## src/verilog/lvd_ctrl_regs.vh

```
// register offsets, field positions, reset values and timing counts of the detector control
`ifndef LVD_CTRL_REGS_VH
`define LVD_CTRL_REGS_VH
`define LVD_OFF_CTRL 4'h0
`define LVD_OFF_STAT 4'h4
`define LVD_OFF_MASK 4'h8
`define LVD_OFF_STATE 4'hC
`define LVD_CTRL_RESET_EN 0
`define LVD_CTRL_FALL_IE 1
`define LVD_CTRL_RISE_IE 2
`define LVD_CTRL_DET_EN 3
`define LVD_CTRL_REF_EN 4
`define LVD_CTRL_INT_SEL 5
`define LVD_STAT_FALL 0
`define LVD_STAT_RISE 1
`define LVD_CTRL_RST_VAL 6'h39
`define LVD_MASK_RST_VAL 2'h0
`define LVD_SETTLE_US 50
`define LVD_CLK_MHZ 100
`define LVD_ARM_CYC 3'h5
`define LVD_SETTLE_CYC (`LVD_SETTLE_US * `LVD_CLK_MHZ)
`endif

```

## src/verilog/lvd_sync.v

```verilog
// three-stage synchroniser with agreement filter for one comparator output
`timescale 1ns/10ps
module lvd_sync (
  clk,
  rst_n,
  async_in,
  level_out
);
  input wire clk;
  input wire rst_n;
  input wire async_in;
  output reg level_out;

  reg s1_r;
  reg s2_r;
  reg s3_r;

  always @(posedge clk) begin
    if (!rst_n) begin
      s1_r <= 1'b0;
      s2_r <= 1'b0;
      s3_r <= 1'b0;
      level_out <= 1'b0;
    end else begin
      s1_r <= async_in;
      s2_r <= s1_r;
      s3_r <= s2_r;
      if (s2_r == s3_r) begin
        level_out <= s3_r;
      end
    end
  end
endmodule // lvd_sync

```

## src/verilog/lvd_ctrl.v

```verilog
// low-voltage detector control, flags, interrupt and reset request
// Functional notes
// - detector on after reset, irq enables off
// - fall below threshold: signal low, fall flag
// - fall flag with enable raises irq
// - rise above: signal high, rise flag if enabled
// - supply below reset threshold enters reset
// - flag clears only by 0 after read 1
`timescale 1ns/10ps
`include "lvd_ctrl_regs.vh"
module lvd_ctrl (
  clk,
  rst_n,
  avs_address,
  avs_read,
  avs_write,
  avs_writedata,
  avs_readdata,
  avs_waitrequest,
  fall_below_raw,
  rise_above_raw,
  supply_low_raw,
  voltage_interrupt_signal_n,
  irq_vector_zero,
  low_voltage_reset_req,
  detector_enable,
  reference_enable,
  internal_voltage_select,
  irq
);
  input wire clk;
  input wire rst_n;
  input wire [3:0] avs_address;
  input wire avs_read;
  input wire avs_write;
  input wire [31:0] avs_writedata;
  output reg [31:0] avs_readdata;
  output reg avs_waitrequest;
  input wire fall_below_raw;
  input wire rise_above_raw;
  input wire supply_low_raw;
  output reg voltage_interrupt_signal_n;
  output reg irq_vector_zero;
  output reg low_voltage_reset_req;
  output reg detector_enable;
  output reg reference_enable;
  output reg internal_voltage_select;
  output reg irq;

  wire fall_s;
  wire rise_s;
  wire low_s;
  reg [5:0] ctrl_r;
  reg [1:0] flag_r;
  reg [1:0] mask_r;
  reg [1:0] rd_one_r;
  reg fall_d_r;
  reg rise_d_r;
  reg [2:0] arm_cnt_r;
  reg [1:0] flag_nxt;
  reg [1:0] rd_one_nxt;
  reg [31:0] rdata_nxt;
  wire [2:0] raw_vec;
  wire [2:0] sync_vec;
  wire armed;
  wire active;
  wire fall_ev;
  wire rise_ev;
  wire wr_acc;
  wire rd_cap;
  genvar gi;

  // bit 0 fall, bit 1 rise, bit 2 supply
  assign raw_vec = {supply_low_raw, rise_above_raw, fall_below_raw};
  generate
    for (gi = 0; gi < 3; gi = gi + 1) begin : g_sync
      lvd_sync u_sync (
        .clk(clk),
        .rst_n(rst_n),
        .async_in(raw_vec[gi]),
        .level_out(sync_vec[gi])
      );
    end
  endgenerate
  assign fall_s = sync_vec[0];
  assign rise_s = sync_vec[1];
  assign low_s = sync_vec[2];

  assign active = ctrl_r[`LVD_CTRL_DET_EN] & ctrl_r[`LVD_CTRL_REF_EN];
  // edges ignored until synchronisers hold the real pin level
  assign armed = (arm_cnt_r == `LVD_ARM_CYC);
  assign fall_ev = active & armed & fall_s & ~fall_d_r;
  // rise only while supply stays up
  assign rise_ev = active & armed & rise_s & ~rise_d_r & ~low_s;
  // one wait cycle per access; read data loaded as waitrequest drops
  assign wr_acc = avs_write & ~avs_waitrequest;
  assign rd_cap = avs_read & avs_waitrequest;

  always @* begin
    flag_nxt = flag_r;
    rd_one_nxt = rd_one_r;
    // a read remembers which flags it showed set
    if (rd_cap && avs_address == `LVD_OFF_STAT) begin
      rd_one_nxt = rd_one_r | flag_r;
    end
    // clear needs earlier read of one
    if (wr_acc && avs_address == `LVD_OFF_STAT) begin
      flag_nxt = flag_r & ~(rd_one_r & ~avs_writedata[1:0]);
      rd_one_nxt = 2'h0;
    end
    // fall sets flag, set beats clear
    if (fall_ev) begin
      flag_nxt[`LVD_STAT_FALL] = 1'b1;
    end
    if (rise_ev && ctrl_r[`LVD_CTRL_RISE_IE]) begin
      flag_nxt[`LVD_STAT_RISE] = 1'b1;
    end
  end

  always @* begin
    case (avs_address)
      `LVD_OFF_CTRL: rdata_nxt = {26'h0, ctrl_r};
      `LVD_OFF_STAT: rdata_nxt = {30'h0, flag_r};
      `LVD_OFF_MASK: rdata_nxt = {30'h0, mask_r};
      `LVD_OFF_STATE: rdata_nxt = {28'h0, low_s, rise_s, fall_s, voltage_interrupt_signal_n};
      default: rdata_nxt = 32'h0;
    endcase
  end

  // bus handshake and read data
  always @(posedge clk) begin
    if (!rst_n) begin
      avs_waitrequest <= 1'b1;
      avs_readdata <= 32'h0;
    end else begin
      avs_waitrequest <= ~((avs_read | avs_write) & avs_waitrequest);
      if (rd_cap) begin
        avs_readdata <= rdata_nxt;
      end
    end
  end

  // control and mask registers
  always @(posedge clk) begin
    if (!rst_n) begin
      ctrl_r <= `LVD_CTRL_RST_VAL;
      mask_r <= `LVD_MASK_RST_VAL;
    end else begin
      if (wr_acc && avs_address == `LVD_OFF_CTRL) begin
        ctrl_r <= avs_writedata[5:0];
      end
      if (wr_acc && avs_address == `LVD_OFF_MASK) begin
        mask_r <= avs_writedata[1:0];
      end
    end
  end

  // flags, read memory and edge history
  always @(posedge clk) begin
    if (!rst_n) begin
      flag_r <= 2'h0;
      rd_one_r <= 2'h0;
      fall_d_r <= 1'b0;
      rise_d_r <= 1'b0;
      arm_cnt_r <= 3'h0;
    end else begin
      flag_r <= flag_nxt;
      rd_one_r <= rd_one_nxt;
      fall_d_r <= fall_s;
      rise_d_r <= rise_s;
      if (!armed) begin
        arm_cnt_r <= arm_cnt_r + 3'h1;
      end
    end
  end

  // interrupt signal level
  always @(posedge clk) begin
    if (!rst_n) begin
      voltage_interrupt_signal_n <= 1'b1;
    end else begin
      if (fall_ev) begin
        voltage_interrupt_signal_n <= 1'b0;
      end else if (rise_ev) begin
        voltage_interrupt_signal_n <= 1'b1;
      end
    end
  end

  // registered outputs
  always @(posedge clk) begin
    if (!rst_n) begin
      irq_vector_zero <= 1'b0;
      low_voltage_reset_req <= 1'b0;
      detector_enable <= 1'b1;
      reference_enable <= 1'b1;
      internal_voltage_select <= 1'b1;
      irq <= 1'b0;
    end else begin
      irq_vector_zero <= (flag_r[`LVD_STAT_FALL] & ctrl_r[`LVD_CTRL_FALL_IE]) |
                         (flag_r[`LVD_STAT_RISE] & ctrl_r[`LVD_CTRL_RISE_IE]);
      // supply low enters reset only with detector and reference on and reset enable set
      low_voltage_reset_req <= active & ctrl_r[`LVD_CTRL_RESET_EN] & low_s;
      detector_enable <= ctrl_r[`LVD_CTRL_DET_EN];
      reference_enable <= ctrl_r[`LVD_CTRL_REF_EN];
      internal_voltage_select <= ctrl_r[`LVD_CTRL_INT_SEL];
      irq <= |(flag_r & mask_r);
    end
  end
endmodule // lvd_ctrl

```

## config.mk

```make
export PLATFORM = sky130hd
export DESIGN_NAME = lvd_ctrl
export DESIGN_NICKNAME = d
export VERILOG_FILES = /design/src/verilog/lvd_sync.v /design/src/verilog/lvd_ctrl.v
export VERILOG_INCLUDE_DIRS = /design/src /design/src/verilog
export SDC_FILE = /design/constraint.sdc
export NUM_CORES = 1
export LEC_CHECK = 0
export BUFFER_PORTS_ARGS = -buffer_cell sky130_fd_sc_hd__buf_2
export CORE_MARGIN = 5
export CORE_UTILIZATION = 40
export DETAILED_ROUTE_END_ITERATION = 8
export GPL_ROUTABILITY_DRIVEN = 0
export PLACE_DENSITY = 0.75
export SETUP_SLACK_MARGIN = 0.05
export SYNTH_ARGS = -nofsm -noshare
export SYNTH_HDL_FRONTEND = slang
export SYNTH_SLANG_ARGS = --single-unit
```

## constraint.sdc

```tcl
create_clock -name clk -period 1.4 [get_ports clk]
set_input_delay 0.28 -clock clk [delete_from_list [all_inputs] [get_ports clk]]
set_output_delay 0.28 -clock clk [all_outputs]
set_load 0.005 [all_outputs]
```

==> results of run 1 <==
==> final cells by class <==
class / count / area (um^2)
Fill cell: 421 / 2300
Sequential cell: 43 / 863
Multi-Input combinational cell: 136 / 793
Timing Repair Buffer: 41 / 233
Clock buffer: 6 / 72.6
Tap cell: 52 / 65.1
Inverter: 5 / 18.8
Clock inverter: 2 / 12.5
==> cells by family after synthesis <==
logic type	after synthesis	synth area share [%]
AND/OR/NAND/NOR	65	21.1
XOR/XNOR	1	0.487
multiplexers	2	2.50
buffers and inverters	38	13.8
flip-flops	43	47.8
other	1	0.208
AO/OA/AOI/OAI	40	12.7
adder cells (fa/ha/maj)	2	1.39
==> registers in the layout, indices dropped and copies added, names as in the netlist, 2 cells and up <==
register,count
avs_readdata,6
g_sync.u_sync.s2_r,3
g_sync.u_sync.level_out,3
mask_r,2
g_sync.u_sync.s1_r,3
arm_cnt_r,3
ctrl_r,6
rd_one_r,2
flag_r,2
g_sync.u_sync.s3_r,3
==> cells in the mapped netlist, types with 3 or more instances <==
cell type / number / area [um^2]
nand3_1: 13 / 65.1
o21ai_0: 16 / 80.1
dfxtp_1: 43 / 861
clkbuf_1: 6 / 22.5
a22oi_1: 4 / 30.0
and2_1: 11 / 68.8
inv_1: 4 / 15.0
nand2_1: 8 / 30.0
nor2_1: 11 / 41.3
buf_4: 26 / 195
nand2b_1: 5 / 31.3
nor3b_1: 3 / 22.5
a21oi_1: 12 / 60.1
==> final timing paths <==
kind | slack, ns | endpoint | start | cells past startpoint
setup / recovery | 0.0007 | flag_r[0]$_SDFFE_PN0P_ | avs_waitrequest$_SDFF_PN1_ | 3
hold / removal | 0.19 | g_sync[1].u_sync.s1_r$_SDFF_PN0_ | rise_above_raw | 2
setup reg to reg | 0.0007 | flag_r[0]$_SDFFE_PN0P_ | avs_waitrequest$_SDFF_PN1_ | 3
hold reg to reg | 0.44 | g_sync[1].u_sync.s2_r$_SDFF_PN0_ | g_sync[1].u_sync.s1_r$_SDFF_PN0_ | 1
==> power by group through the flow <==
| stage | logic (mW) | registers (mW) | clock network, mW |
|---|---|---|---|
| after floorplan | 0.151 | 1.29 | 0 |
| after global placement | 0.171 | 1.29 | 0 |
| after detailed placement | 0.175 | 1.29 | 0 |
| after CTS | 0.176 | 1.26 | 0.773 |
| after global routing | 0.202 | 1.27 | 0.829 |
| final | 0.178 | 1.27 | 0.749 |
==> metrics by stage <==
| step | instance area (um^2) | hold WS, ns | setup TNS, ns | util (%) |
|---|---|---|---|---|
| finish | 2060 | 0.193 | 0 | 47.3 |
| global route | 2060 | 0.189 | -0.0427 | 47.3 |
| CTS | 2060 | 0.182 | 0 | 47.2 |
| detailed placement | 1970 | 0.420 | -0.342 | 45.3 |
| global placement | 1970 | 0.415 | -0.243 | 45.3 |
| floorplan | 1900 | 0.353 | 0 | - |
==> metal layers <==
| layer | vias to the layer above | routed length (um) |
|---|---|---|
| met5 | - | 0 |
| met4 | 0 | 43 |
| met3 | 5 | 304 |
| met2 | 51 | 1700 |
| met1 | 644 | 1510 |
| li1 | 692 | - |
==> metrics, run 1 <==
antenna cells=0; number of setup buffers added after CTS=0; Crit path max-delay family=simple AND/OR/NAND/NOR gates; H-tree Lvls=2; initial antenna violation count=0; WP buf/inv=0; worst hold path class=in2reg; placed cells=277; GRT Util Overall=a little under an eighth; Nets=277; vias in the first global route=1,306; Reg power frac=57.7%; share of cells above drive strength 1=24.9%; Final Non-Filler Cells=around 290; total number of vias=between 1,000 and 1,500; clk_lat worst skew=0.29 ns; I/O Buffers=30; crit path time final=1.40 ns; Longest Clk Path Bufs=2; Post-route DRC=0; flops & latches, synth=43; leakage power=approximately 0.85 nW; initial core utilization=between 40% and 50%; Comb pwr share=8.1%; Sink Count=43; Cell Int Power=between 1.5 and 2 mW; status=complete, no violations; Syn-to-layout area delta=14.4%; max frequency=715 MHz; first-pass GRT wire length=~6000 um; Post-Synthesis Cells=192; max-cap violations=0; clk slew on worst S/H paths=0.08 ns; RSZ-0062 raised after global routing=yes; Die H=77.1 um; Setup Skew=0.00439 ns; WP data required=1.58 ns; Clk pwr share=34.2%; fin crit share=between 90% and 100%; GR Util met2=19.7%; crit path DAT=1.58 ns; GR peak layer=met2; crit path cell chain=or4b_4, o41ai_2, a21oi_1; first drt pass iteration count=5; placement row count=24; Synth Flop Type=dfxtp_1; fin worst setup slack=0.000715 ns; Syn Std Cell Area=1800 um^2; largest net degree at the start of global routing=25; Pwr Total=2.19 mW; PostCTS Resize Cnt=0; DIE AREA=5940 um^2; count of cell types in the netlist=36; global routing usage on met3=4.57%; asr flop ratio synth=0%; commonest non-fill, non-tap cell in the layout=dfxtp_1; CP max-delay cell=or4b_4; Final Hold Fails=0; die span in x=77.1 um; largest stage delay on the critical path=0.56 ns; Psw=520 uW; VDD IR max=0.000387 V; CTS root buf=clkbuf_8; M1 GR Usage=14.3%; CP Launch Type=flop; hold_buf cts=0; Sw Ratio=23.7%; total gr overflow=0; CP max FO=11; Vias/cell=4.88; Final ANT Viol Nets=0; P per Cell Area=between 1000 and 1500 nW/um^2; Ys Warns=0; half-perimeter wire length after placement=roughly 2700 um; Routed Wire Length=3560 um; Pins Over Slew Limit=0; Core Area=4350 um^2; register area share after synthesis=between 40% and 50%; Final setup viols=0; DR iter-0 viols=around 130; syn avg cell area=about 9.4 um^2; most frequent cells in the layout=dfxtp_1, buf_2, conb_1; Critical Path End Type=flop; CTS tree=done; I/O pins=83; WS Path Type=reg2reg; TritonCTS buffer count=5; Post-synth EDFFs=0; pre-CTS setup slack=-0.118 ns; wire per inst=12.5 um
No activity file was read; power rests on OpenSTA's default activity.
==> run 2, diff against run 1 <==
==> constraint.sdc (replaced) <==
create_clock -name clk -period 1.4 [get_ports clk]
set_input_delay 0 -clock clk [delete_from_list [all_inputs] [get_ports clk]]
set_output_delay 0 -clock clk [all_outputs]
set_load 0.005 [all_outputs]
==> metrics, run 2 (same netlist as run 1, synthesis figures left out) <==
M1 GR Usage=14.7% (+0.35 points); Core Area=4350 um^2 (unchanged); max-cap violations=0 (unchanged); setup_tns=-0.0328 ns (-0.0328 ns); Worst R2R Start=avs_waitrequest$_SDFF_PN1_; I/O pins=83 (unchanged); Critical Path End Type=flop; P per Cell Area=1080 nW/um^2 (+1.1%); Crit Reg-Reg Endpoint=flag_r[0]$_SDFFE_PN0P_; die span in x=77.1 um (unchanged); DR iter-0 viols=132 (+0.76%); Final Instance Area=2160 um^2 (+4.9%); GRT Util Overall=12.9% (+1.0 points); Setup Skew=0.0132 ns (+0.00885 ns); worst hold path class=in2reg; CP max-delay cell=or4b_4; most frequent cells in the layout=dfxtp_1, buf_2, conb_1; Worst Reg-to-Reg Cells=3 (unchanged); share of cells above drive strength 1=22.2% (-2.7 points); crit path DAT=1.62 ns (+0.04 ns); leakage power=0.880 nW (+3.6%); crit path cell chain=or4b_4, o41ai_4, a21oi_1; WS Path Type=reg2reg; number of setup buffers added after CTS=0 (unchanged); Worst slew margin=roughly 64%; hold_sp=rst_n; Layout fillers=419 (-0.48%); Final setup viols=1 (+1); fin crit share=102% (+2.4 points); Routed Wire Length=3690 um (+3.7%); CP max FO=11 (unchanged); max frequency=698 MHz (-2.3%); crit path time final=1.43 ns (+0.0335 ns); Vias/cell=4.98 (+1.9%); largest registers=avs_readdata x6, ctrl_r x6; Sink Count=43 (unchanged); GR peak layer=met2; Final ANT Viol Nets=0 (unchanged); Final Hold Fails=0 (unchanged); global routing usage on met3=4.22% (-0.35 points); half-perimeter wire length after placement=2580 um (-3.7%); CTS tree=done; Syn-to-layout area delta=20.0%; vias in the first global route=1,439 (+10%); first-pass GRT wire length=6270 um (+6.1%); H-tree Lvls=2 (unchanged); TritonCTS buffer count=5 (unchanged); Pins Over Slew Limit=0 (unchanged); Core Util, Final=49.6% (+2.3 points); Die H=77.1 um (unchanged); status=complete, but fails checks; Final Non-Filler Cells=291 (+2.1%); dpl cell area=1930 um^2 (-1.9%); CTS root buf=clkbuf_8; Worst Hold End=g_sync[1].u_sync.level_out$_SDFFE_PN0N_; Pwr Total=2.33 mW (+6.1%); placed cells=272 (-1.8%); RSZ-0062 raised after global routing=yes; antenna cells=0 (unchanged); I/O Buffers=30 (unchanged); DIE AREA=5940 um^2 (unchanged); commonest non-fill, non-tap cell in the layout=dfxtp_1; wire per inst=12.7 um (+1.6%); largest stage delay on the critical path=0.57 ns (about the same); failing checks=negative setup slack; Hold Path Stages=3 (+1); VDD IR max=0.000529 V (+37%); WP data required=1.58 ns (about the same); r2r setup slk=-0.03 ns (-0.03 ns); total number of vias=1,449 (+4.1%); initial antenna violation count=0 (unchanged); first drt pass iteration count=4 (-1); Post-route DRC=0 (unchanged); GR Util met2=20.5% (+0.76 points); clk slew on worst S/H paths=0.09 ns (about the same); CP Launch Type=flop; initial core utilization=41.3% (unchanged); total gr overflow=0 (unchanged); Longest Clk Path Bufs=2 (unchanged); Slew @ Worst Pin=0.534 ns; fin worst setup slack=-0.0328 ns (-0.0335 ns); clk_lat worst skew=0.30 ns (about the same); placement row count=24 (unchanged); Nets=283 (+2.2%); largest net degree at the start of global routing=25 (unchanged)
==> run 2: what timing repair did <==
item	CTS	global route
hold buffers	11	0
gates resized for setup	0	3
endpoints found under the hold margin	13	0
endpoints found under the setup margin	1	9
==> run 2: where the power goes <==
group / total [mW] / switching [mW] / internal (mW)
Sequential: 1.26 / 0.0158 / 1.25
Combinational: 0.191 / 0.106 / 0.0849
Clock: 0.871 / 0.423 / 0.449
Total: 2.33 / 0.545 / 1.78
==> run 2: layout make-up <==
| class | instances | area, um^2 | share of cell area (%) |
|---|---|---|---|
| Tap cell | 52 | 65.1 | 3.01 |
| Sequential cell | 43 | 862 | 39.9 |
| Multi-Input combinational cell | 136 | 805 | 37.3 |
| Clock buffer | 7 | 96.3 | 4.46 |
| Inverter | 5 | 18.8 | 0.869 |
| Clock inverter | 1 | 7.51 | 0.348 |
| Timing Repair Buffer | 47 | 305 | 14.1 |
==> run 2: how the worst max path moves through the flow <==
| stage | from | to | slack (ns) | cells after the start |
|---|---|---|---|---|
| 2_1_floorplan | avs_waitrequest$_SDFF_PN1_ | flag_r[1]$_SDFFE_PN0P_ | 0.06 | 4 |
| 3_3_place_gp | avs_waitrequest$_SDFF_PN1_ | flag_r[0]$_SDFFE_PN0P_ | 0.02 | 3 |
| 3_5_place_dp | avs_waitrequest$_SDFF_PN1_ | flag_r[0]$_SDFFE_PN0P_ | 0.02 | 3 |
| 4_1_cts | avs_waitrequest$_SDFF_PN1_ | flag_r[0]$_SDFFE_PN0P_ | 0.007 | 3 |
| 5_1_grt | avs_waitrequest$_SDFF_PN1_ | flag_r[0]$_SDFFE_PN0P_ | -0.07 | 3 |
| 6_report | avs_waitrequest$_SDFF_PN1_ | flag_r[0]$_SDFFE_PN0P_ | -0.03 | 3 |
==> run 2: per-stage QoR <==
| step | hold WS [ns] | worst slack (ns) |
|---|---|---|
| CTS | 0.0346 | 0.00726 |
| floorplan | 0.0731 | 0.0606 |
| global placement | 0.206 | 0.0194 |
| global route | 0.0562 | -0.0739 |
| detailed placement | 0.209 | 0.0221 |
| finish | 0.0466 | -0.0328 |
==> run 2: worst max-delay path, delay by kind of cell (launching register included) <==
family             cells  cell delay [ns]
and+or+nand+nor        1             0.57
DFF                    1             0.33
AOI/OAI and AO/OA      2             0.42
==> run 2: per-layer routing <==
metal,up-vias,wire (um)
met2,64,1720
li1,709,-
met4,0,113
met5,-,0
met3,16,361
met1,660,1490
==> run 3, diff against run 2 <==
--- a/config.mk
+++ b/config.mk
@@ -12,6 +12,7 @@
 export DETAILED_ROUTE_END_ITERATION = 8
 export GPL_ROUTABILITY_DRIVEN = 0
 export PLACE_DENSITY = 0.75
+export RECOVER_POWER = 50
 export SETUP_SLACK_MARGIN = 0.05
 export SYNTH_ARGS = -nofsm -noshare
 export SYNTH_HDL_FRONTEND = slang
==> metrics, run 3 (same netlist as run 1, synthesis figures left out) <==
status=complete, but fails checks; failing checks=negative setup slack; Nets=283 (unchanged); die span in x=77.1 um (unchanged); Sink Count=43 (unchanged); global routing usage on met3=4.22% (unchanged); max-cap violations=0 (unchanged); Clk pwr share=37.4% (about the same); Syn-to-layout area delta=19.6%; crit path DAT=1.62 ns (about the same); WP data required=1.58 ns (about the same); CP max FO=11 (unchanged); H-tree Lvls=2 (unchanged); r2r setup slk=-0.04 ns (about the same); WP buf/inv=0 (unchanged); share of cells above drive strength 1=19.7% (-2.5 points); CP Launch Type=flop; fin crit share=103% (+0.22 points); Final setup viols=1 (unchanged); Slew @ Worst Pin=0.535 ns (+0.00163 ns); initial antenna violation count=0 (unchanged); Crit path max-delay family=simple AND/OR/NAND/NOR gates; Critical Path End Type=flop; VDD IR max=0.000529 V (about the same); leakage power=0.858 nW (-2.6%); Final Non-Filler Cells=291 (unchanged); most frequent cells in the layout=dfxtp_1, conb_1, buf_2; DIE AREA=5940 um^2 (unchanged); first-pass GRT wire length=6270 um (unchanged); Comb pwr share=8.2% (about the same); placement row count=24 (unchanged); first drt pass iteration count=4 (unchanged); Core Area=4350 um^2 (unchanged); Cell Int Power=1.78 mW (about the same); Worst slew margin=64.2% (-0.11 points); multi-input logic area=805 um^2 (unchanged); Longest Clk Path Bufs=2 (unchanged); clk slew on worst S/H paths=0.09 ns (about the same); initial core utilization=41.3% (unchanged); Reg power frac=54.4% (about the same); Worst R2R Start=avs_waitrequest$_SDFF_PN1_; largest stage delay on the critical path=0.57 ns (about the same); GR Util met2=20.5% (unchanged); Pins Over Slew Limit=0 (unchanged); largest registers=avs_readdata x6, ctrl_r x6; RSZ-0062 raised after global routing=yes; M1 GR Usage=14.7% (unchanged); Hold Path Stages=3 (unchanged); Post-route DRC=0 (unchanged); wire per inst=12.7 um (+0.41%); CP max-delay cell=or4b_4; hold_sp=rst_n; P per Cell Area=1080 nW/um^2 (+0.25%); DR iter-0 viols=134 (+1.5%); clk_lat worst skew=0.30 ns (about the same); max frequency=696 MHz (-0.21%); I/O Buffers=30 (unchanged); antenna cells=0 (unchanged); Die H=77.1 um (unchanged); commonest non-fill, non-tap cell in the layout=dfxtp_1; half-perimeter wire length after placement=2580 um (unchanged); Layout fillers=419 (unchanged); total gr overflow=0 (unchanged); largest net degree at the start of global routing=25 (unchanged); crit path cell chain=or4b_4, o41ai_4, a21oi_1; vias in the first global route=1,439 (unchanged); Pwr Total=2.32 mW (about the same); Final ANT Viol Nets=0 (unchanged); worst hold path class=in2reg; TritonCTS buffer count=5 (unchanged); CTS tree=done; Worst Reg-to-Reg Cells=3 (unchanged); GRT Util Overall=12.9% (unchanged); I/O pins=83 (unchanged); Sw Ratio=23.4% (-0.052 points); Crit Reg-Reg Endpoint=flag_r[0]$_SDFFE_PN0P_; WS Path Type=reg2reg; register area=862 um^2 (unchanged); Psw=543 uW (-0.32%); fin worst setup slack=-0.0359 ns (-0.00305 ns); placed cells=272 (unchanged); Final Hold Fails=0 (unchanged); Vias/cell=4.96 (-0.35%); Setup Skew=0.0127 ns (-0.000522 ns); crit path time final=1.44 ns (+0.00305 ns); total number of vias=1,444 (-0.35%); Routed Wire Length=3700 um (+0.41%); GR peak layer=met2; Worst Hold End=g_sync[1].u_sync.level_out$_SDFFE_PN0N_; CTS root buf=clkbuf_8
[run 3: worst max path at each step]
stage                     depth (start not counted)                      to                        from
after global routing                              3  flag_r[0]$_SDFFE_PN0P_  avs_waitrequest$_SDFF_PN1_
final                                             3  flag_r[0]$_SDFFE_PN0P_  avs_waitrequest$_SDFF_PN1_
after floorplan                                   4  flag_r[1]$_SDFFE_PN0P_  avs_waitrequest$_SDFF_PN1_
after global placement                            3  flag_r[0]$_SDFFE_PN0P_  avs_waitrequest$_SDFF_PN1_
after detailed placement                          3  flag_r[0]$_SDFFE_PN0P_  avs_waitrequest$_SDFF_PN1_
after CTS                                         3  flag_r[0]$_SDFFE_PN0P_  avs_waitrequest$_SDFF_PN1_
[run 3: through the flow]
step / TNS [ns] / hold WS, ns / instance area [um^2] / setup WS, ns / util [%]
final: -0.0359 / 0.0475 / 2150 / -0.0359 / 49.4
after global routing: -0.156 / 0.0562 / 2150 / -0.0739 / 49.4
after CTS: 0 / 0.0346 / 2150 / 0.00726 / 49.3
after detailed placement: 0 / 0.209 / 1930 / 0.0221 / 44.4
after global placement: 0 / 0.206 / 1930 / 0.0194 / 44.4
after floorplan: 0 / 0.0731 / 1900 / 0.0606 / -
[run 3: power by group through the flow]
stage / Combinational (mW) / Clock, mW / Sequential [mW]
3_3_place_gp: 0.159 / 0 / 1.29
5_1_grt: 0.217 / 0.941 / 1.27
3_5_place_dp: 0.161 / 0 / 1.29
6_report: 0.191 / 0.869 / 1.26
4_1_cts: 0.186 / 0.890 / 1.26
2_1_floorplan: 0.151 / 0 / 1.29
[run 3: layout make-up]
cell class | instances | area share, %
Multi-Input combinational cell | 136 | 37.4
Inverter | 5 | 0.872
Timing Repair Buffer | 47 | 13.8
Sequential cell | 43 | 40.1
Tap cell | 52 | 3.02
Clock buffer | 7 | 4.48
Clock inverter | 1 | 0.349
[run 3: metal layers]
layer / share of wire (%) / vias to the layer above
li1: - / 708
met1: 41 / 668
met3: 9.5 / 12
met5: 0 / -
met2: 47 / 56
met4: 2.9 / 0
[run 3: repair_timing]
action,CTS,global route
resized for setup,0,3
buffers inserted,0,0
setup endpoints to repair,1,9
endpoints found under the hold margin,13,0
hold buffers,11,0
[run 3: worst min-delay path, stage by stage]
cell	delay, ns
buf_2	0.11
clkinv_1	0.14
a21oi_1	0.05
